**src/ssio_pkg.sv**
```systemverilog
`default_nettype none
package ssio_pkg;
  localparam int unsigned ADDR_W        = 12;
  localparam int unsigned DATA_W        = 8;
  localparam int unsigned FIFO_DEPTH    = 8;
  localparam logic [11:0] MODE_LO_ADDR  = 12'hFE0;
  localparam logic [11:0] MODE_HI_ADDR  = 12'hFE1;
  localparam logic [11:0] BUF_ADDR      = 12'hFE4;
  localparam int unsigned ORDER_BIT     = 0;
  localparam int unsigned DIR_BIT       = 1;
  localparam int unsigned ENABLE_BIT    = 2;
  localparam int unsigned START_BIT     = 3;
  localparam int unsigned UNUSED_BIT    = 4;
  localparam int unsigned CSEL_LSB      = 5;
  localparam logic [1:0]  START_SEL     = 2'h3;
  localparam logic [7:0]  MODE_RESET    = 8'h00;
  localparam logic [2:0]  CSEL_EXT      = 3'h0;
  localparam logic [2:0]  CSEL_TIMER    = 3'h1;
  localparam logic [1:0]  CSEL_CPU_TOP  = 2'h1;
  localparam logic [2:0]  CSEL_SLOW     = 3'h4;
  localparam logic [2:0]  CSEL_FAST     = 3'h7;
  localparam logic [1:0]  CPU_DIV4      = 2'h0;
  localparam logic [1:0]  CPU_DIV8      = 2'h1;
  localparam logic [1:0]  CPU_DIV64     = 2'h2;
  localparam int unsigned HALF_W        = 9;
  // half periods of the serial clock, in system clocks
  localparam logic [8:0]  HALF_DIV4     = 9'h002;
  localparam logic [8:0]  HALF_DIV8     = 9'h004;
  localparam logic [8:0]  HALF_DIV64    = 9'h020;
  localparam logic [8:0]  HALF_SLOW     = 9'h200;
  localparam logic [8:0]  HALF_FAST     = 9'h008;
  localparam logic [2:0]  LAST_BIT      = 3'h7;
  typedef enum logic [2:0] {
    SSIO_SRC_EXT, SSIO_SRC_TIMER, SSIO_SRC_CPU,
    SSIO_SRC_SLOW, SSIO_SRC_FAST, SSIO_SRC_NONE
  } ssio_src_e;
  typedef enum logic {SSIO_IDLE, SSIO_RUN} ssio_state_e;
endpackage : ssio_pkg
`default_nettype wire

```
**src/ssio_fifo_if.sv**
```systemverilog
`default_nettype none
interface ssio_fifo_if #(parameter int unsigned WIDTH = 8);
  logic             in_valid;
  logic             in_ready;
  logic [WIDTH-1:0] in_data;
  logic             out_valid;
  logic             out_ready;
  logic [WIDTH-1:0] out_data;
  modport fifo (input in_valid, in_data, out_ready,
                output in_ready, out_valid, out_data);
  modport core (output in_valid, in_data, out_ready,
                input in_ready, out_valid, out_data);
endinterface : ssio_fifo_if
`default_nettype wire

```
**src/ssio_core.sv**
```systemverilog
`default_nettype none
// How it works
// - order bit 0 shifts msb first, 1 shifts lsb first, both ways.
// - direction bit 0 receives only, 1 transmits and receives.
// - enable 0 stops shifter and counter; enable 1 runs and sets flag.
// - writing start clears the flag and bit counter, then begins a transfer.
// - start bit drops by itself once the transfer has begun.
// - mode bit 4 is unused and always reads back as zero.
// - mode register is write only, byte writes, start also bit writable.
// - code 001 clocks the shifter from the timer output.
// - codes 01x use the cpu clock divided by 4, 8 or 64.
// - code 100 uses the system clock divided by 1024.
// - code 111 uses the system clock divided by 16.
// - non cpu sources allow buffer access only when halted or clock high.
// - divide by 16 is not offered while the cpu clock is divided by 64.
// - transmit mode drives one buffer bit out on each falling clock edge.
// - transmit mode samples the input bit on each rising clock edge.
// - receive mode shifts in on rising edges and leaves output undriven.
// - after eight bits the flag sets and interrupts if enabled.
// - the buffer is an eight bit read write register, not reset.
// - code 000 takes the clock from the pin, driven by the far device.
module ssio_core #(
  parameter int unsigned FIFO_DEPTH = ssio_pkg::FIFO_DEPTH
) (
  input  wire logic                       clock,
  input  wire logic                       rst,
  input  wire logic [ssio_pkg::ADDR_W-1:0] reg_addr,
  input  wire logic [ssio_pkg::DATA_W-1:0] reg_wdata,
  input  wire logic                       reg_wr,
  input  wire logic                       reg_bit_wr,
  input  wire logic [1:0]                 reg_bit_sel,
  input  wire logic                       reg_bit_val,
  input  wire logic                       reg_rd,
  output logic      [ssio_pkg::DATA_W-1:0] reg_rdata,
  output logic                            reg_refused,
  input  wire logic [1:0]                 cpu_div_sel,
  input  wire logic                       timer_out_clock,
  input  wire logic                       sck_in,
  output logic                            sck_out,
  output logic                            sck_oe_n,
  input  wire logic                       si_in,
  output logic                            so_out,
  output logic                            so_oe_n,
  input  wire logic                       serial_irq_enable,
  input  wire logic                       irq_flag_clr,
  output logic                            serial_irq_flag,
  output logic                            serial_irq,
  output logic                            busy,
  output logic                            rx_valid,
  output logic      [ssio_pkg::DATA_W-1:0] rx_data,
  input  wire logic                       rx_ready
);
  import ssio_pkg::*;
  generate
    if (FIFO_DEPTH < 2)
    begin : g_bad
      $error("receive fifo needs at least two words");
    end
  endgenerate

  ssio_fifo_if #(.WIDTH(DATA_W)) rxq ();
  ssio_fifo #(.WIDTH(DATA_W), .DEPTH(FIFO_DEPTH)) u_rx_fifo (
    .clock (clock),
    .rst   (rst),
    .f     (rxq.fifo)
  );

  logic [7:0]       serial_mode_reg;
  logic [7:0]       serial_shift_buffer;
  ssio_state_e      state_reg;
  logic [2:0]       bit_cnt_reg;
  logic [HALF_W-1:0] half_cnt_reg;
  logic             gen_reg;
  logic             sck_prev_reg;
  logic [2:0]       sck_sync_reg;
  logic             sck_lvl_reg;
  logic [2:0]       si_sync_reg;
  logic             si_lvl_reg;
  logic             so_reg;
  logic             flag_reg;
  logic             tmr_open_reg;
  ssio_src_e        src;
  logic             sck_now;
  logic             rise_evt;
  logic             fall_evt;
  logic             running;
  logic             done;
  logic             start_take;
  logic             buf_open;
  logic             buf_wr;
  logic             buf_rd;
  logic             mode_wr;
  logic             start_bit_wr;
  logic [HALF_W-1:0] half_len;

  function automatic ssio_src_e pick_src(input logic [2:0] csel,
                                         input logic [1:0] div);
    ssio_src_e s;
    s = SSIO_SRC_NONE;
    if (csel == CSEL_EXT) s = SSIO_SRC_EXT;
    else if (csel == CSEL_TIMER) s = SSIO_SRC_TIMER;
    else if (csel[2:1] == CSEL_CPU_TOP) s = SSIO_SRC_CPU;
    else if (csel == CSEL_SLOW) s = SSIO_SRC_SLOW;
    else if (csel == CSEL_FAST && div != CPU_DIV64)
      s = SSIO_SRC_FAST;
    return s;
  endfunction : pick_src

  function automatic logic [HALF_W-1:0] half_of(input ssio_src_e s,
                                                input logic [1:0] div);
    logic [HALF_W-1:0] h;
    h = HALF_FAST;
    if (s == SSIO_SRC_SLOW) h = HALF_SLOW;
    else if (s == SSIO_SRC_CPU && div == CPU_DIV4) h = HALF_DIV4;
    else if (s == SSIO_SRC_CPU && div == CPU_DIV8) h = HALF_DIV8;
    else if (s == SSIO_SRC_CPU) h = HALF_DIV64;
    return h;
  endfunction : half_of

  // next outgoing bit and the buffer after one shift
  function automatic logic head_bit(input logic [7:0] b, input logic lsb);
    return lsb ? b[0] : b[7];
  endfunction : head_bit

  function automatic logic [7:0] shift_in(input logic [7:0] b,
                                          input logic si,
                                          input logic lsb);
    return lsb ? {si, b[7:1]} : {b[6:0], si};
  endfunction : shift_in

  assign src      = pick_src(serial_mode_reg[7:CSEL_LSB], cpu_div_sel);
  assign half_len = half_of(src, cpu_div_sel);
  always_comb
  begin
    case (src)
      SSIO_SRC_EXT:   sck_now = sck_lvl_reg;
      SSIO_SRC_TIMER: sck_now = tmr_open_reg ? timer_out_clock : 1'b1;
      SSIO_SRC_NONE:  sck_now = 1'b1;
      default:        sck_now = gen_reg;
    endcase
  end
  assign running  = (state_reg == SSIO_RUN) && serial_mode_reg[ENABLE_BIT];
  assign rise_evt = running && sck_now && !sck_prev_reg;
  assign fall_evt = running && !sck_now && sck_prev_reg;
  assign done     = rise_evt && (bit_cnt_reg == LAST_BIT);
  // a transfer waits for room to store its received byte
  assign start_take = serial_mode_reg[START_BIT] &&
                      (rxq.in_ready || !serial_mode_reg[ENABLE_BIT]);
  assign buf_open = ((state_reg == SSIO_IDLE) || sck_now ||
                     (src == SSIO_SRC_CPU)) && !rise_evt;
  assign mode_wr  = reg_wr && (reg_addr == MODE_LO_ADDR);
  assign start_bit_wr = reg_bit_wr && (reg_addr == MODE_LO_ADDR) &&
                        (reg_bit_sel == START_SEL) && reg_bit_val;
  assign buf_wr   = reg_wr && (reg_addr == BUF_ADDR) && buf_open;
  assign buf_rd   = reg_rd && (reg_addr == BUF_ADDR) && buf_open;

  assign rxq.in_valid  = done;
  assign rxq.in_data   = shift_in(serial_shift_buffer, si_lvl_reg,
                                  serial_mode_reg[ORDER_BIT]);
  assign rxq.out_ready = rx_ready;
  assign rx_valid      = rxq.out_valid;
  assign rx_data       = rxq.out_data;

  always_ff @(posedge clock)
  begin
    if (rst)
    begin
      sck_sync_reg <= 3'h7;
      sck_lvl_reg  <= 1'b1;
      si_sync_reg  <= 3'h0;
      si_lvl_reg   <= 1'b0;
    end
    else
    begin
      sck_sync_reg <= {sck_sync_reg[1:0], sck_in};
      si_sync_reg  <= {si_sync_reg[1:0], si_in};
      if (sck_sync_reg[1] == sck_sync_reg[2])
      begin
        sck_lvl_reg <= sck_sync_reg[2];
      end
      if (si_sync_reg[1] == si_sync_reg[2])
      begin
        si_lvl_reg <= si_sync_reg[2];
      end
    end
  end

  always_ff @(posedge clock)
  begin
    if (rst)
    begin
      serial_mode_reg <= MODE_RESET;
    end
    else if (mode_wr)
    begin
      serial_mode_reg <= reg_wdata & ~(8'h01 << UNUSED_BIT);
    end
    else if (start_bit_wr)
    begin
      serial_mode_reg[START_BIT] <= 1'b1;
    end
    else if (start_take)
    begin
      serial_mode_reg[START_BIT] <= 1'b0;
    end
  end

  always_ff @(posedge clock)
  begin
    if (rst)
    begin
      state_reg   <= SSIO_IDLE;
      bit_cnt_reg <= 3'h0;
    end
    else if (start_take)
    begin
      bit_cnt_reg <= 3'h0;
      state_reg   <= serial_mode_reg[ENABLE_BIT] ? SSIO_RUN
                                                 : SSIO_IDLE;
    end
    else
    begin
      case (state_reg)
        SSIO_RUN:
        begin
          if (done)
          begin
            state_reg <= SSIO_IDLE;
          end
          if (rise_evt)
          begin
            bit_cnt_reg <= bit_cnt_reg + 3'h1;
          end
        end
        default:
        begin
          state_reg <= SSIO_IDLE;
        end
      endcase
    end
  end

  // timer clock passes only from a high phase on, so that a transfer
  // never opens with a cut-short low period
  always_ff @(posedge clock)
  begin
    if (rst || !busy)
    begin
      tmr_open_reg <= 1'b0;
    end
    else if (timer_out_clock)
    begin
      tmr_open_reg <= 1'b1;
    end
  end

  // internal serial clock: idles high, one toggle per half period
  always_ff @(posedge clock)
  begin
    if (rst || start_take || !running)
    begin
      half_cnt_reg <= '0;
      gen_reg      <= running ? gen_reg : 1'b1;
    end
    else if (half_cnt_reg >= half_len - HALF_W'(1))
    begin
      half_cnt_reg <= '0;
      gen_reg      <= ~gen_reg;
    end
    else
    begin
      half_cnt_reg <= half_cnt_reg + HALF_W'(1);
    end
  end

  always_ff @(posedge clock)
  begin
    if (rst)
    begin
      sck_prev_reg <= 1'b1;
    end
    else
    begin
      sck_prev_reg <= sck_now;
    end
  end

  // no reset: buffer content is undefined after reset
  always_ff @(posedge clock)
  begin
    if (rise_evt)
    begin
      serial_shift_buffer <= rxq.in_data;
    end
    else if (buf_wr)
    begin
      serial_shift_buffer <= reg_wdata;
    end
  end

  always_ff @(posedge clock)
  begin
    if (rst)
    begin
      so_reg <= 1'b1;
    end
    else if (fall_evt && serial_mode_reg[DIR_BIT])
    begin
      so_reg <= head_bit(serial_shift_buffer,
                         serial_mode_reg[ORDER_BIT]);
    end
  end

  always_ff @(posedge clock)
  begin
    if (rst)
    begin
      flag_reg <= 1'b0;
    end
    else if (done)
    begin
      flag_reg <= 1'b1;
    end
    else if (start_take || irq_flag_clr)
    begin
      flag_reg <= 1'b0;
    end
  end

  always_ff @(posedge clock)
  begin
    if (rst)
    begin
      reg_rdata   <= 8'h00;
      reg_refused <= 1'b0;
    end
    else
    begin
      reg_refused <= (reg_wr || reg_rd) && (reg_addr == BUF_ADDR) &&
                     !buf_open ||
                     reg_wr && (reg_addr == MODE_HI_ADDR);
      if (buf_rd)
      begin
        reg_rdata <= serial_shift_buffer;
      end
      else if (reg_rd)
      begin
        reg_rdata <= 8'h00;
      end
    end
  end

  assign busy            = (state_reg == SSIO_RUN);
  assign serial_irq_flag = flag_reg;
  assign serial_irq      = flag_reg && serial_irq_enable;
  assign sck_out  = (src == SSIO_SRC_TIMER) ? sck_now : gen_reg;
  assign sck_oe_n = (src == SSIO_SRC_EXT);
  assign so_out   = so_reg;
  assign so_oe_n  = !serial_mode_reg[DIR_BIT];

  logic [4:0] rise_seen_reg;
  always_ff @(posedge clock)
  begin
    if (rst || start_take)
      rise_seen_reg <= 5'h00;
    else if (rise_evt)
      rise_seen_reg <= rise_seen_reg + 5'h01;
  end
endmodule : ssio_core
`default_nettype wire

```
**src/ssio_fifo.sv**
```systemverilog
`default_nettype none
module ssio_fifo #(
  parameter int unsigned WIDTH = 8,
  parameter int unsigned DEPTH = 8
) (
  input  wire logic clock,
  input  wire logic rst,
  ssio_fifo_if.fifo f
);
  import ssio_pkg::*;
  localparam int unsigned PW = $clog2(DEPTH);
  generate
    if (DEPTH < 2 || (1 << PW) != DEPTH || WIDTH < 1)
    begin : g_bad
      $error("fifo depth must be a power of two of at least 2");
    end
  endgenerate
  logic [WIDTH-1:0] mem [DEPTH];
  logic [PW-1:0]    wr_ptr_reg;
  logic [PW-1:0]    rd_ptr_reg;
  logic [PW:0]      count_reg;
  logic             push;
  logic             pop;
  assign f.in_ready  = (count_reg != (PW+1)'(DEPTH));
  assign f.out_valid = (count_reg != '0);
  assign f.out_data  = mem[rd_ptr_reg];
  assign push = f.in_valid & f.in_ready;
  assign pop  = f.out_valid & f.out_ready;
  always_ff @(posedge clock)
  begin
    if (push)
    begin
      mem[wr_ptr_reg] <= f.in_data;
    end
  end
  always_ff @(posedge clock)
  begin
    if (rst)
    begin
      wr_ptr_reg <= '0;
      rd_ptr_reg <= '0;
      count_reg  <= '0;
    end
    else
    begin
      if (push)
      begin
        wr_ptr_reg <= wr_ptr_reg + PW'(1);
      end
      if (pop)
      begin
        rd_ptr_reg <= rd_ptr_reg + PW'(1);
      end
      if (push && !pop)
      begin
        count_reg <= count_reg + (PW+1)'(1);
      end
      else if (pop && !push)
      begin
        count_reg <= count_reg - (PW+1)'(1);
      end
    end
  end
endmodule : ssio_fifo
`default_nettype wire

```
**config.mk**
```make
export PLATFORM = sky130hd
export DESIGN_NAME = ssio_core
export DESIGN_NICKNAME = d
export VERILOG_FILES = /design/src/ssio_pkg.sv /design/src/ssio_fifo_if.sv /design/src/ssio_core.sv /design/src/ssio_fifo.sv
export SDC_FILE = /design/constraint.sdc
export NUM_CORES = 1
export LEC_CHECK = 0
export BUFFER_PORTS_ARGS = -buffer_cell sky130_fd_sc_hd__buf_2
export CELL_PAD_IN_SITES_DETAIL_PLACEMENT = 1
export CELL_PAD_IN_SITES_GLOBAL_PLACEMENT = 2
export CORE_UTILIZATION = 41
export CTS_CLUSTER_DIAMETER = 150
export DETAILED_ROUTE_END_ITERATION = 8
export GPL_TIMING_DRIVEN = 0
export PLACE_DENSITY_LB_ADDON = 0.1
export SYNTH_ARGS = -nofsm -noshare
export SYNTH_HDL_FRONTEND = slang
export SYNTH_HIERARCHICAL = 1
export SYNTH_SLANG_ARGS = --single-unit
```
**constraint.sdc**
```tcl
create_clock -name clock -period 4.7 [get_ports clock]
set_clock_uncertainty 0.1 [all_clocks]
set_input_delay 0.235 -clock clock [delete_from_list [all_inputs] [get_ports clock]]
set_output_delay 0.235 -clock clock [all_outputs]
set_load 0.05 [all_outputs]
```
# After elaboration in Yosys (flattened, before gate mapping)
# Memory sizes are Yosys's and may differ from the RTL's. A register that Yosys moved wholly into a read port is not among the register bits.
# Cells that the tools add are included.
# totals
reg_bits	60
ram_bits	64
out_inout_bits	25
elab_cells	147
mem_count	1
# mem_list
name	depth	width	rd	rd_ports_with_merged_regs	write_ports	line	text
u_rx_fifo.mem	8	8	1	1	1	ssio_fifo.sv:18	logic [WIDTH-1:0] mem [DEPTH];
# op_classes
n_addsub	7
n_lt_le_gt_ge	1
eq_ne	19
muxes	36
bitwise	4
n_reduce_logical	59
# op_table
operator	count
2-to-1 mux 8 bit	5
== test 12 bit, second input constant	3
logical AND 1 bit	26
2-to-1 mux 6 bit	4
2-to-1 mux 1 bit	18
2-to-1 mux 3 bit	6
== test 3 bit, second input constant	4
zero test 1 bit	10
nonzero test 2 bit	5
adder 3 x 1 -> 3 bit, second input constant	3
adder 9 x 1 -> 9 bit, second input constant	1
greater-or-equal comparator 9 bit	1
logical OR 1 bit	9
subtractor 9 x 1 -> 9 bit, second input constant	1
2-to-1 mux 4 bit	2
== test 3 x 1 -> 1 bit, second input constant	2
== test 3 x 2 -> 1 bit, second input constant	2
zero test 3 bit	2
adder 4 x 1 -> 4 bit, second input constant	1
== test 2 x 1 -> 1 bit, second input constant	2
inequality test 2 bit, second input constant	2
inequality test 4 bit, second input constant	1
AND reduction 2 bit	2
nonzero test 4 bit	1
other kinds (9)	13

# Logic depth before layout (Yosys ltp)
# Gate-level depths: netlist of run 1.
# depth
depth_word	17
depth_mapped	17

# Cells and area by module
# The synthesis of run 1 kept the hierarchy.
# by_module_without_submodules
mod	n_inst	cells_each	area_each_um2	seq_area_each_um2
ssio_fifo	1	166	3116.7	2182.1
ssio_core	1	239	2438.6	1091.0

# Worst setup path after synthesis of run 1
# No wires, ideal clock.
# synth_path
path_kind	register -> register
start	register serial_mode_reg[6]
end	register u_rx_fifo.count_reg[3]
setup_ns	0.121
arrival_time_ns	3.018
required_ns	4.479
slack_ns	1.462
stages_incl_launch_ff	18
path_cell_list	dfxtp_1 -> buf_4 -> o21ba_2 -> a311oi_2 -> o21a_1 -> buf_6 -> buf_4 -> nand2_1 -> inv_1 -> nand2_2 -> inv_1 -> ha_1 -> inv_1 -> ha_1 -> a21oi_1 -> a211oi_1 -> a31oi_1 -> mux2_2
# synth_between
elab_chain_cells	16
# synth_lines
element	line	text
from (decl)	ssio_core.sv:68	logic [7:0] serial_mode_reg;
from (signal assigned)	ssio_core.sv:196	serial_mode_reg <= reg_wdata & ~(8'h01 << UNUSED_BIT);
== test 3 bit	ssio_core.sv:104	else if (csel == CSEL_FAST && div != CPU_DIV64)
logical AND 1 bit	ssio_core.sv:104	
2-to-1 mux 1 bit	ssio_core.sv:104	
2-to-1 mux 3 bit	ssio_core.sv:103	else if (csel == CSEL_SLOW) s = SSIO_SRC_SLOW;
2-to-1 mux 3 bit	ssio_core.sv:102	else if (csel[2:1] == CSEL_CPU_TOP) s = SSIO_SRC_CPU;
2-to-1 mux 3 bit	ssio_core.sv:101	else if (csel == CSEL_TIMER) s = SSIO_SRC_TIMER;
2-to-1 mux 3 bit (*)	ssio_core.sv:100	if (csel == CSEL_EXT) s = SSIO_SRC_EXT;
== test 3 bit, or another cell as far along	ssio_core.sv:135	case (src)
one-hot mux 1 bit (3 select lines) (*)	ssio_core.sv:135	
logical AND 1 bit (*) (2 in series)	ssio_core.sv:143	assign rise_evt = running && sck_now && !sck_prev_reg;
logical AND 1 bit (*)	ssio_core.sv:145	assign done = rise_evt && (bit_cnt_reg == LAST_BIT);
net done	ssio_core.sv:87	logic done;
AND 1 bit (*)	ssio_fifo.sv:27	assign push = f.in_valid & f.in_ready;
net u_rx_fifo.push	ssio_fifo.sv:22	logic push;
zero test 1 bit	ssio_fifo.sv:58	else if (pop && !push)
logical AND 1 bit	ssio_fifo.sv:58	
nonzero test 2 bit (no line)	n/a	
to (signal assigned)	ssio_fifo.sv:56	count_reg <= count_reg + (PW+1)'(1);
to (signal assigned)	ssio_fifo.sv:60	count_reg <= count_reg - (PW+1)'(1);
to (decl)	ssio_fifo.sv:21	logic [PW:0] count_reg;
# Mark *: on every way through the listed nets, which the timed path passes. The rest lies on a longest branch.
# A chain may end at the register's enable or synchronous reset.

# Worst setup path in the final report of run 1
# layout_path
start	register serial_mode_reg[7]
end	register u_rx_fifo.count_reg[3]
# Same word-level chain as after synthesis.

==> impl_metrics.env, run 1 <==
export IMPL_status="completed"
export IMPL_swShare_pct=18.87
export IMPL_crit_path_end_kind="flop"
export IMPL_path_class="reg2reg"
export IMPL_drtIter0Drc=179
export IMPL_grt_max_degree=17
export IMPL_die_h_um=118.4
export IMPL_synth_nets=460
export IMPL_cp_data_arrival_time_ns=3.90
export IMPL_antenna_cells=0
export IMPL_layout_drive_gt1_share_pct=27.81
export IMPL_postSynthCellCount=405
export IMPL_cts_tree="yes"
export IMPL_gr_total_overflow=0
export IMPL_place_gp_congestion=0.7194
export IMPL_initial_core_util_pct=41.95
export IMPL_ys_warn_count=6
export IMPL_finalHoldViolations=0
export IMPL_clock_latency_ns=0.41
export IMPL_rsz0062_at_grt="false"
export IMPL_syn_avg_cell_area_sq_um=13.72
export IMPL_setup_tns_ns=0
export IMPL_synth_seq_cells=127
export IMPL_p_sw_mw=0.5112
export IMPL_synth_cell_area_sq_um=5555
export IMPL_pwr_density_cell_nw_per_um2=393.8
export IMPL_fin_ws_ns=0.9917
export IMPL_drt_wl_total_mm=12.52
export IMPL_drv_slew=0
export IMPL_synthToLayoutAreaGrowth_pct=23.87
export IMPL_grt_pass1_wl_mm=19.82
export IMPL_grt_pass1_vias=3712
export IMPL_routed_via_count=3543
export IMPL_setup_violations_final=0
export IMPL_max_cap_violations=0
export IMPL_tightest_slew_ns=0.9180
export IMPL_track_usage_pct=19.15
export IMPL_portBuffers=60
export IMPL_synth_edff_count=73
export IMPL_cts_path_max_buffers=2
export IMPL_clk_pin_slew_worst_paths_ns=0.06
export IMPL_placementRows=42
export IMPL_cts_root_buffer="clkbuf_16"
export IMPL_placedCellCount=642
export IMPL_synth_top_family_by_area="multiplexers"
export IMPL_fin_cells=683
export IMPL_place_ws_ns=1.021
export IMPL_timing_rr_end="u_rx_fifo/count_reg[3]"
export IMPL_antenna_found_initial=0
export IMPL_dp_hpwl_mm=8.844
export IMPL_seq_area_frac_synth_pct=58.92
export IMPL_core_sq_um=13240
export IMPL_synth_compound_area_share_pct=6.126
export IMPL_fin_crit_ns=3.708
export IMPL_cts_sinks=127
export IMPL_crit_required_ns=4.90
export IMPL_irDropWorstVdd_uv=168.4
export IMPL_drcViolationCount=0
export IMPL_min_delay_start="reg_addr[0]"
export IMPL_p_int_mw=2.198
export IMPL_post_cts_resized=0
export IMPL_p_seq_share_pct=43.1
export IMPL_power_frac_comb_pct=1.6
export IMPL_p_clk_share_pct=55.3
export IMPL_dieArea_sq_um=14020
export IMPL_critPathLaunchType="flop"
export IMPL_largest_reg_flops=64
export IMPL_synth_cell_type_count=56
export IMPL_wl_per_cell_um=18.33
export IMPL_hold_depth=3
export IMPL_timing_slew_headroom_pct=38.47
export IMPL_r2r_cells=17
export IMPL_dr_pass1_iters=4
export IMPL_hold_end="reg_refused"
export IMPL_post_route_period_util_pct=78.90
export IMPL_synthAdderAreaFrac_pct=4.414
export IMPL_r2r_slack_ns=0.99
export IMPL_leakage_nw=2.560
export IMPL_cts_made_buffers=17
export IMPL_routed_via_density=5.187
export IMPL_synthXorXnorAreaFrac_pct=2.365
export IMPL_synth_ff_type="edfxtp_1"
export IMPL_async_flop_share_pct=0
export IMPL_nNetsFinal=550
export IMPL_ant_nets=0
export IMPL_r2r_start="serial_mode_reg[7]"
export IMPL_fmax_mhz=269.7
export IMPL_die_x_um=118.4
export IMPL_critPathMaxFanout=10
export IMPL_htreeDepth=4
export IMPL_ios=61
export IMPL_synthMuxAreaShare_pct=14.44
export IMPL_yosys_area_share_simple_pct=11.22
export IMPL_min_path_type="in2reg"
## worst max path at each step
| stage | from | to | slack (ns) | cells past startpoint |
|---|---|---|---|---|
| finish | serial_mode_reg[7] | u_rx_fifo/count_reg[3] | 0.99 | 17 |
| global route | serial_mode_reg[7] | u_rx_fifo/count_reg[3] | 0.76 | 17 |
| CTS | serial_mode_reg[7] | u_rx_fifo/count_reg[3] | 0.96 | 17 |
| detailed placement | serial_mode_reg[7] | u_rx_fifo/count_reg[3] | 1.02 | 17 |
| global placement | serial_mode_reg[7] | u_rx_fifo/mem[0][5] | 0.63 | 10 |
| floorplan | serial_mode_reg[6] | u_rx_fifo/count_reg[3] | 1.46 | 17 |
## placed cells by master (no fill, tap or decap), types with 3 or more instances in the layout
cell type / n
edfxtp_1: 73
buf_2: 61
dfxtp_1: 54
nor2_1: 46
mux2_2: 25
nand2_1: 21
ha_1: 18
clkbuf_16: 17
mux4_1: 16
inv_1: 11
mux2i_1: 10
nand3_1: 10
dlygate4sd3_1: 10
a21oi_1: 9
xor2_1: 9
a22o_1: 8
nor2b_1: 7
nand2b_1: 6
clkbuf_1: 6
xnor2_1: 6
bufinv_16: 6
a211oi_1: 5
o21ai_0: 4
o21bai_1: 4
nor3_2: 4
buf_4: 3
a31oi_1: 3
and2_1: 3
nand4_1: 3
or2_2: 3
inv_6: 3
## metrics by stage
stage                     instance area [sq um]  utilization [%]  power [mW]  hold slack [ns]
after floorplan                            5555                -       1.204           0.2388
after global placement                     6076            45.88       1.228           0.3007
after detailed placement                   6105            46.10       1.229           0.2994
after CTS                                  6877            51.93       2.738          0.01705
after global routing                       6882            51.97       2.779          0.02981
final                                      6882            51.97       2.710          0.03856
## synthesized netlist by cell type (all sizes together), types with 3 or more instances
cell type,number,area share [%]
xnor2,6,0.95
xor2,9,1.4
a21oi,9,0.81
nor4,3,0.34
inv,11,0.74
edfxtp,73,39
nor2b,7,0.79
or2,3,0.34
a31oi,3,0.34
nand2,22,1.5
o21ai,4,0.36
o21bai,4,0.54
nand2b,6,0.68
a211oi,5,0.68
mux4,16,7.6
nand4,3,0.34
mux2i,10,1.8
dfxtp,54,19
a22o,8,1.3
buf,7,1.2
nor3,6,0.54
nor4b,3,0.86
nand3,10,0.90
clkbuf,8,0.59
and2,3,0.34
ha,18,4.1
mux2,25,5.1
nor2,46,3.1
## power by group through the flow
| stage | sequential [mW] | clock (mW) | combinational, mW |
|---|---|---|---|
| 6_report | 1.17 | 1.50 | 0.0435 |
| 5_1_grt | 1.17 | 1.56 | 0.0474 |
| 4_1_cts | 1.17 | 1.53 | 0.0445 |
| 3_5_place_dp | 1.19 | 0 | 0.0381 |
| 3_3_place_gp | 1.19 | 0 | 0.0372 |
| 2_1_floorplan | 1.19 | 0 | 0.0132 |
## cell families after synthesis
| family | count (synthesis) |
|---|---|
| and+or+nand+nor | 121 |
| muxes | 51 |
| DFF | 127 |
| adders and majority gates | 19 |
| buffers and inverters | 26 |
| AOI/OAI and AO/OA | 46 |
| xor gates and xnor gates | 15 |
## final cells by class
cell class                 instances  area (sq um)
buffer                            15         98.84
clock buffer                      18         439.2
clock inverter                    13         232.7
fill                            1382          6361
inverter                          11         41.29
multi-input combinational        252          2168
sequential                       127          3273
tap                              176         220.2
timing repair buffer              71         407.9
## critical path, stage by stage (launching register included)
cell	delay, ns
dfxtp_1	0.29
clkbuf_2	0.18
o21ba_2	0.23
a311oi_2	0.36
o21a_1	0.18
buf_6	0.13
buf_4	0.21
nand2_1	0.10
inv_1	0.14
nand2_2	0.15
inv_1	0.09
ha_1	0.17
inv_1	0.10
ha_1	0.33
a21oi_1	0.20
a211oi_1	0.09
a31oi_1	0.18
mux2_2	0.35
## metal layers
layer	part of all wire (%)	vias to the layer above	wire length, um	GRT usage [%]
li1	-	1704	-	-
met1	44	1761	5528	22.33
met2	52	63	6462	33.82
met3	3.0	15	372	4.488
met4	1.2	0	156	7.832
met5	0	-	0	0
## what timing repair did
action | CTS | global route
endpoints found under the setup margin | 0 | 0
hold endpoints to repair | 10 | 0
setup buffers | 0 | 0
hold buffers | 10 | 0
Power figures use the tool's default switching activity.
==> run 2, diff against run 1 <==
Settings changed: ABC_AREA set to 1, CORE_UTILIZATION 41 to 37.
Clock period 4.7 ns to 3.5 ns, I/O delays scaled along.
==> run 2 against run 1 <==
Against the previous run:
- area after synthesis rose by 2.9%
- first-iteration DRC count rose by 30%
- count of clock-buffer cells in the layout fell by 1
- combinational power rose to 26 times the previous value
- global-route usage rose by 1.5 points
- clock power rose by 19%
- register-to-register slack got worse by 0.33 ns
- worst hold slack improved by 0.024 ns
- critical path type unchanged
- largest cell class unchanged
- largest power group unchanged
==> impl_metrics.env, run 2 <==
export IMPL_startpoint="serial_mode_reg[6]"
export IMPL_synthMuxAreaShare_pct=0
export IMPL_drcViolationCount=0
export IMPL_syn_avg_cell_area_sq_um=9.337
export IMPL_routed_via_density=4.957
export IMPL_yosys_area_share_simple_pct=21.06
export IMPL_seq_area_frac_synth_pct=57.28
export IMPL_cts_root_buffer="clkbuf_16"
export IMPL_place_gp_congestion=0.7469
export IMPL_cts_made_buffers=17
export IMPL_synth_area_leaders="edfxtp_1 38%, dfxtp_1 19%, nand2_1 7.8%"
export IMPL_clk_pin_slew_worst_paths_ns=0.06
export IMPL_rsz0062_at_grt="false"
export IMPL_synth_cell_type_count=39
export IMPL_dp_hpwl_mm=10.88
export IMPL_clock_latency_ns=0.42
export IMPL_portBuffers=60
export IMPL_dr_pass1_iters=4
export IMPL_die_h_um=126.3
export IMPL_swShare_pct=32.75
export IMPL_final_cell_mix="118 x nand2_1, 101 x nor2_1, 73 x edfxtp_1"
export IMPL_fin_ws_ns=0.6578
export IMPL_drt_wl_total_mm=14.81
export IMPL_dieArea_sq_um=15950
export IMPL_leakage_nw=2.798
export IMPL_p_clk_share_pct=39.1
export IMPL_die_x_um=126.3
export IMPL_htreeDepth=4
export IMPL_synth_nets=667
export IMPL_fin_crit_ns=2.842
export IMPL_critPathLaunchType="flop"
export IMPL_setup_violations_final=0
export IMPL_crit_path_end_kind="flop"
export IMPL_synth_top_family_by_area="simple AND/OR/NAND/NOR gates"
export IMPL_synthAdderAreaFrac_pct=4.292
export IMPL_p_sw_mw=1.491
export IMPL_wl_per_cell_um=16.33
export IMPL_critPathMaxStageDelay_ns=0.40
export IMPL_layout_drive_gt1_share_pct=18.50
export IMPL_path_cells="inv_1 > nor4_1 > inv_1 > ha_1 > ha_1 > xnor2_1 > inv_1 > ha_1 > nand2_1 > nor2_1 > nand3_1 > nand3_1 > nand2_1 > nand3_1"
export IMPL_synth_ff_type="edfxtp_1"
export IMPL_routed_via_count=4496
export IMPL_r2r_slack_ns=0.66
export IMPL_synth_edff_count=73
export IMPL_postSynthCellCount=612
export IMPL_layout_commonest_cell="nand2_1"
export IMPL_power_mw=4.553
export IMPL_critPathMaxFanout=4
export IMPL_initial_core_util_pct=37.73
export IMPL_min_delay_start="reg_addr[0]"
export IMPL_antenna_cells=0
export IMPL_async_flop_share_pct=0
export IMPL_fmax_mhz=351.8
export IMPL_cp_data_arrival_time_ns=2.87
export IMPL_slowest_stage="dfxtp_1"
export IMPL_synth_most_common_cell="nand2_1"
export IMPL_cts_tree="yes"
export IMPL_status="completed"
export IMPL_crit_required_ns=3.53
export IMPL_ys_warn_count=6
export IMPL_ios=61
export IMPL_drtIter0Drc=233
export IMPL_r2r_start="serial_mode_reg[6]"
export IMPL_synthXorXnorAreaFrac_pct=1.686
export IMPL_fin_cells=907
export IMPL_post_route_period_util_pct=81.21
export IMPL_place_ws_ns=0.6616
export IMPL_finalHoldViolations=0
export IMPL_routed_wl_met2_mm=7.443
export IMPL_antenna_found_initial=0
export IMPL_path_class="reg2reg"
export IMPL_synth_compound_area_share_pct=10.05
export IMPL_max_cap_violations=0
export IMPL_placedCellCount=860
export IMPL_gr_total_overflow=0
export IMPL_cts_sinks=127
export IMPL_min_path_type="in2reg"
export IMPL_placementRows=45
export IMPL_cts_path_max_buffers=2
export IMPL_nNetsFinal=761
export IMPL_yosys_top_cells_count="118 x nand2_1, 101 x nor2_1, 73 x edfxtp_1"
export IMPL_irDropWorstVdd_uv=315.2
export IMPL_highest_layer="met4"
export IMPL_n_fill_cell=1774
export IMPL_p_int_mw=3.062
export IMPL_track_usage_pct=20.64
export IMPL_ant_nets=0
export IMPL_wl_met1_mm=6.677
export IMPL_wl_met3_um=467
export IMPL_setup_tns_ns=0
export IMPL_drv_slew=0
export IMPL_largest_reg_flops=64
export IMPL_synth_top_area_share_pct=38.36
export IMPL_synth_area_leader_cell="edfxtp_1"
export IMPL_power_frac_comb_pct=24.3
export IMPL_tightest_slew_ns=1.350
export IMPL_timing_slew_headroom_pct=9.047
export IMPL_synthToLayoutAreaGrowth_pct=22.40
export IMPL_grt_pass1_wl_mm=24.70
export IMPL_grt_max_degree=17
export IMPL_grt_pass1_vias=4766
export IMPL_p_seq_share_pct=36.6
export IMPL_synth_seq_cells=127
export IMPL_core_sq_um=15150
export IMPL_synth_cell_area_sq_um=5714
export IMPL_pwr_density_cell_nw_per_um2=650.9
run 2: cell count changes in the layout (fill, tap and decap cells not counted), moves of 25 or more:
cell     before  now
nand2_1      21  118
nor2_1       46  101
o21ai_0       4   34
o21ai_1       0   35
mux2_2       25    0
inv_1        11   40
run 2: what timing repair did:
item	4_1_cts	5_1_grt
hold endpoints to repair	23	0
hold buffers	15	0
gates resized for setup	0	0
setup buffers	0	0
run 2: power groups by stage:
stage,sequential (mW),clock [mW],combinational [mW]
finish,1.66,1.78,1.11
global route,1.67,1.88,1.24
CTS,1.67,1.82,1.13
detailed placement,1.70,0,1.11
global placement,1.69,0,1.08
floorplan,1.68,0,0.806
run 2: per-layer routing:
metal	vias up	track usage (%)
li1	2250	-
met1	2152	25.38
met2	76	35.75
met3	18	4.418
met4	0	7.229
met5	-	0
run 2: layout make-up:
| type | instances | area, sq um | share of cell area [%] |
|---|---|---|---|
| well taps | 188 | 235.2 | 3.363 |
| clock buffers | 17 | 425.4 | 6.082 |
| multi-input cells | 419 | 2120 | 30.30 |
| flip-flops and latches | 127 | 3273 | 46.80 |
| inverters | 49 | 183.9 | 2.630 |
| plain buffers | 17 | 137.6 | 1.968 |
| repair buffers | 75 | 450.4 | 6.440 |
| clock inverters | 15 | 168.9 | 2.415 |
run 2: final timing paths:
check / end / cells past startpoint
setup / recovery: gen_reg / 14
setup reg to reg: gen_reg / 14
hold / removal: reg_refused / 4
hold reg to reg: sck_sync_reg[1] / 1
run 2: critical path, delay by kind of cell (launching register included):
family                   cells  cell delay [ns]
adder cells (fa/ha/maj)      3             0.68
flip-flops                   1             0.40
buffers and inverters        3             0.27
XOR/XNOR                     1             0.15
AND/OR/NAND/NOR              7             0.97
run 2: per-stage QoR:
step,area (sq um),hold slack (ns),util [%]
2_1_floorplan,5714,0.1441,-
3_3_place_gp,6250,0.2633,41.26
3_5_place_dp,6250,0.2667,41.26
4_1_cts,6994,0.04096,46.18
5_1_grt,6994,0.06649,46.18
6_report,6994,0.06223,46.18
run 2: cells by family (layout without fill, tap and decap cells):
group | count (synthesis) | count (layout)
adders and majority gates | 19 | 19
buffers and inverters | 66 | 173
xor gates and xnor gates | 11 | 11
DFF | 127 | 127
and+or+nand+nor | 279 | 279
AOI/OAI and AO/OA | 110 | 110
==> run 3, diff against run 2 <==
Settings changed: CORE_UTILIZATION 37 to 33.
Clock period 3.5 ns to 2.5 ns, I/O delays scaled along.
==> run 3 against run 2 <==
Against the previous run:
- count of clock-buffer cells in the layout is 9 higher
- power rose by 37%
- non-clock buffer count rose by 9
- maximum frequency up 17%
- first-iteration DRC count down 36%
- register-to-register slack worse by 0.59 ns
- clock power increased by 32%
- final area is 4.7% higher
- worst hold slack worse by 0.0087 ns
- sequential share of layout area decreased by 2.0 points
==> impl_metrics.env, run 3 (synthesis results as in run 2) <==
export IMPL_status="completed"
export IMPL_routed_via_count=4583
export IMPL_grt_max_degree=17
export IMPL_placedCellCount=892
export IMPL_largest_reg_flops=64
export IMPL_timing_slew_headroom_pct=25.50
export IMPL_wl_per_cell_um=16.56
export IMPL_drv_slew=0
export IMPL_antenna_found_initial=0
export IMPL_fin_util_pct=43.71
export IMPL_track_usage_pct=18.48
export IMPL_p_seq_share_pct=37.3
export IMPL_clk_pin_slew_worst_paths_ns=0.06
export IMPL_crit_required_ns=2.57
export IMPL_ant_nets=0
export IMPL_fin_crit_ns=2.432
export IMPL_timing_rr_end="gen_reg"
export IMPL_synthToLayoutAreaGrowth_pct=28.20
export IMPL_cts_made_buffers=17
export IMPL_grt_pass1_wl_mm=24.58
export IMPL_regArea_sq_um=3283
export IMPL_r2r_cells=13
export IMPL_cts_path_max_buffers=2
export IMPL_cp_data_arrival_time_ns=2.50
export IMPL_p_clk_share_pct=37.7
export IMPL_p_sw_mw=2.008
export IMPL_cts_tree="yes"
export IMPL_p_int_mw=4.237
export IMPL_final_cell_mix="114 x nand2_1, 87 x nor2_1, 73 x edfxtp_1"
export IMPL_crit_path_end_kind="flop"
export IMPL_fin_cells=949
export IMPL_startpoint="serial_mode_reg[6]"
export IMPL_hold_depth=5
export IMPL_pwr_density_cell_nw_per_um2=852.4
export IMPL_drt_wl_total_mm=15.72
export IMPL_irDropWorstVdd_uv=529.5
export IMPL_routed_via_density=4.829
export IMPL_die_x_um=133.6
export IMPL_dieArea_sq_um=17850
export IMPL_clock_latency_ns=0.42
export IMPL_die_h_um=133.6
export IMPL_antenna_cells=0
export IMPL_r2r_start="serial_mode_reg[6]"
export IMPL_place_gp_congestion=0.7292
export IMPL_ios=61
export IMPL_min_path_type="in2reg"
export IMPL_nNetsFinal=771
export IMPL_layout_commonest_cell="nand2_1"
export IMPL_power_frac_comb_pct=25.0
export IMPL_drcViolationCount=0
export IMPL_fmax_mhz=411.1
export IMPL_r2r_slack_ns=0.07
export IMPL_setup_violations_final=0
export IMPL_cts_root_buffer="clkbuf_16"
export IMPL_n_fill_cell=1933
export IMPL_placementRows=47
export IMPL_rsz0062_at_grt="true"
export IMPL_tightest_slew_ns=1.106
export IMPL_layout_drive_gt1_share_pct=24.83
export IMPL_leakage_nw=2.877
export IMPL_cts_sinks=127
export IMPL_gr_total_overflow=0
export IMPL_core_sq_um=16760
export IMPL_max_cap_violations=0
export IMPL_drtIter0Drc=148
export IMPL_finalHoldViolations=0
export IMPL_dp_hpwl_mm=10.92
export IMPL_initial_core_util_pct=34.09
export IMPL_critPathLaunchType="flop"
export IMPL_swShare_pct=32.16
export IMPL_dr_pass1_iters=4
export IMPL_multiInputGateArea_sq_um=2347
export IMPL_path_class="reg2reg"
export IMPL_grt_pass1_vias=4778
export IMPL_portBuffers=60
export IMPL_htreeDepth=4
export IMPL_min_delay_start="reg_wr"
export IMPL_hold_end="reg_refused"
export IMPL_critPathMaxFanout=4
export IMPL_post_route_period_util_pct=97.29
run 3: layer usage:
| metal | global-route usage (%) | up-vias | wire length (um) |
|---|---|---|---|
| met4 | 9.280 | 0 | 351 |
| met2 | 32.81 | 78 | 8098 |
| met3 | 3.158 | 23 | 307 |
| met1 | 21.39 | 2208 | 6961 |
| met5 | 0 | - | 0 |
| li1 | - | 2274 | - |
run 3: worst max path at each step:
stage | end | slack (ns) | cells past startpoint
after detailed placement | u_rx_fifo/mem[0][7] | -0.38 | 11
after global placement | gen_reg | -0.29 | 14
after global routing | gen_reg | -0.08 | 13
after CTS | u_rx_fifo/mem[6][1] | -0.06 | 11
final | gen_reg | 0.07 | 13
after floorplan | gen_reg | 0.009 | 14
run 3: stage by stage:
step	hold slack (ns)	cell area [sq um]	TNS (ns)	power (mW)	setup WS (ns)
global placement	0.2107	6291	-13.94	3.868	-0.2931
global route	0.1031	7326	-0.1156	6.569	-0.07927
detailed placement	0.2228	6291	-19.78	3.899	-0.3777
finish	0.05351	7326	0	6.245	0.06777
floorplan	0.09407	5715	0	3.483	0.008800
CTS	0.05017	7127	-0.7765	6.312	-0.05524
run 3: final cells by class:
type	instances	share of cell area [%]
buffer	17	1.879
tap	220	3.757
multi-input combinational	420	32.04
clock buffer	26	6.951
sequential	127	44.82
timing repair buffer	84	7.190
inverter	49	2.579
clock inverter	6	0.7857
run 3: timing repair:
action,in CTS,in global routing
pin swaps,4,5
gates resized for setup,24,36
endpoints found under the setup margin,77,53
setup buffers,2,5
endpoints found under the hold margin,24,0
hold buffers,17,0
gates cloned,0,1
run 3: worst max-delay path, stage by stage (launching register included):
cell and delay, ns:
dfxtp_4 0.39, inv_4 0.05, nor4_4 0.23, inv_2 0.08, ha_4 0.17, ha_4 0.16
xnor2_2 0.13, inv_2 0.06, ha_4 0.15, a21oi_1 0.18, o21a_2 0.23, nand3_2 0.11
nand2_2 0.07, nand3_2 0.07
run 3: power by group through the flow:
stage	combinational (mW)	clock [mW]	sequential (mW)
detailed placement	1.53	0	2.37
global placement	1.50	0	2.37
global route	1.73	2.49	2.34
floorplan	1.13	0	2.35
finish	1.56	2.35	2.33
CTS	1.57	2.41	2.33
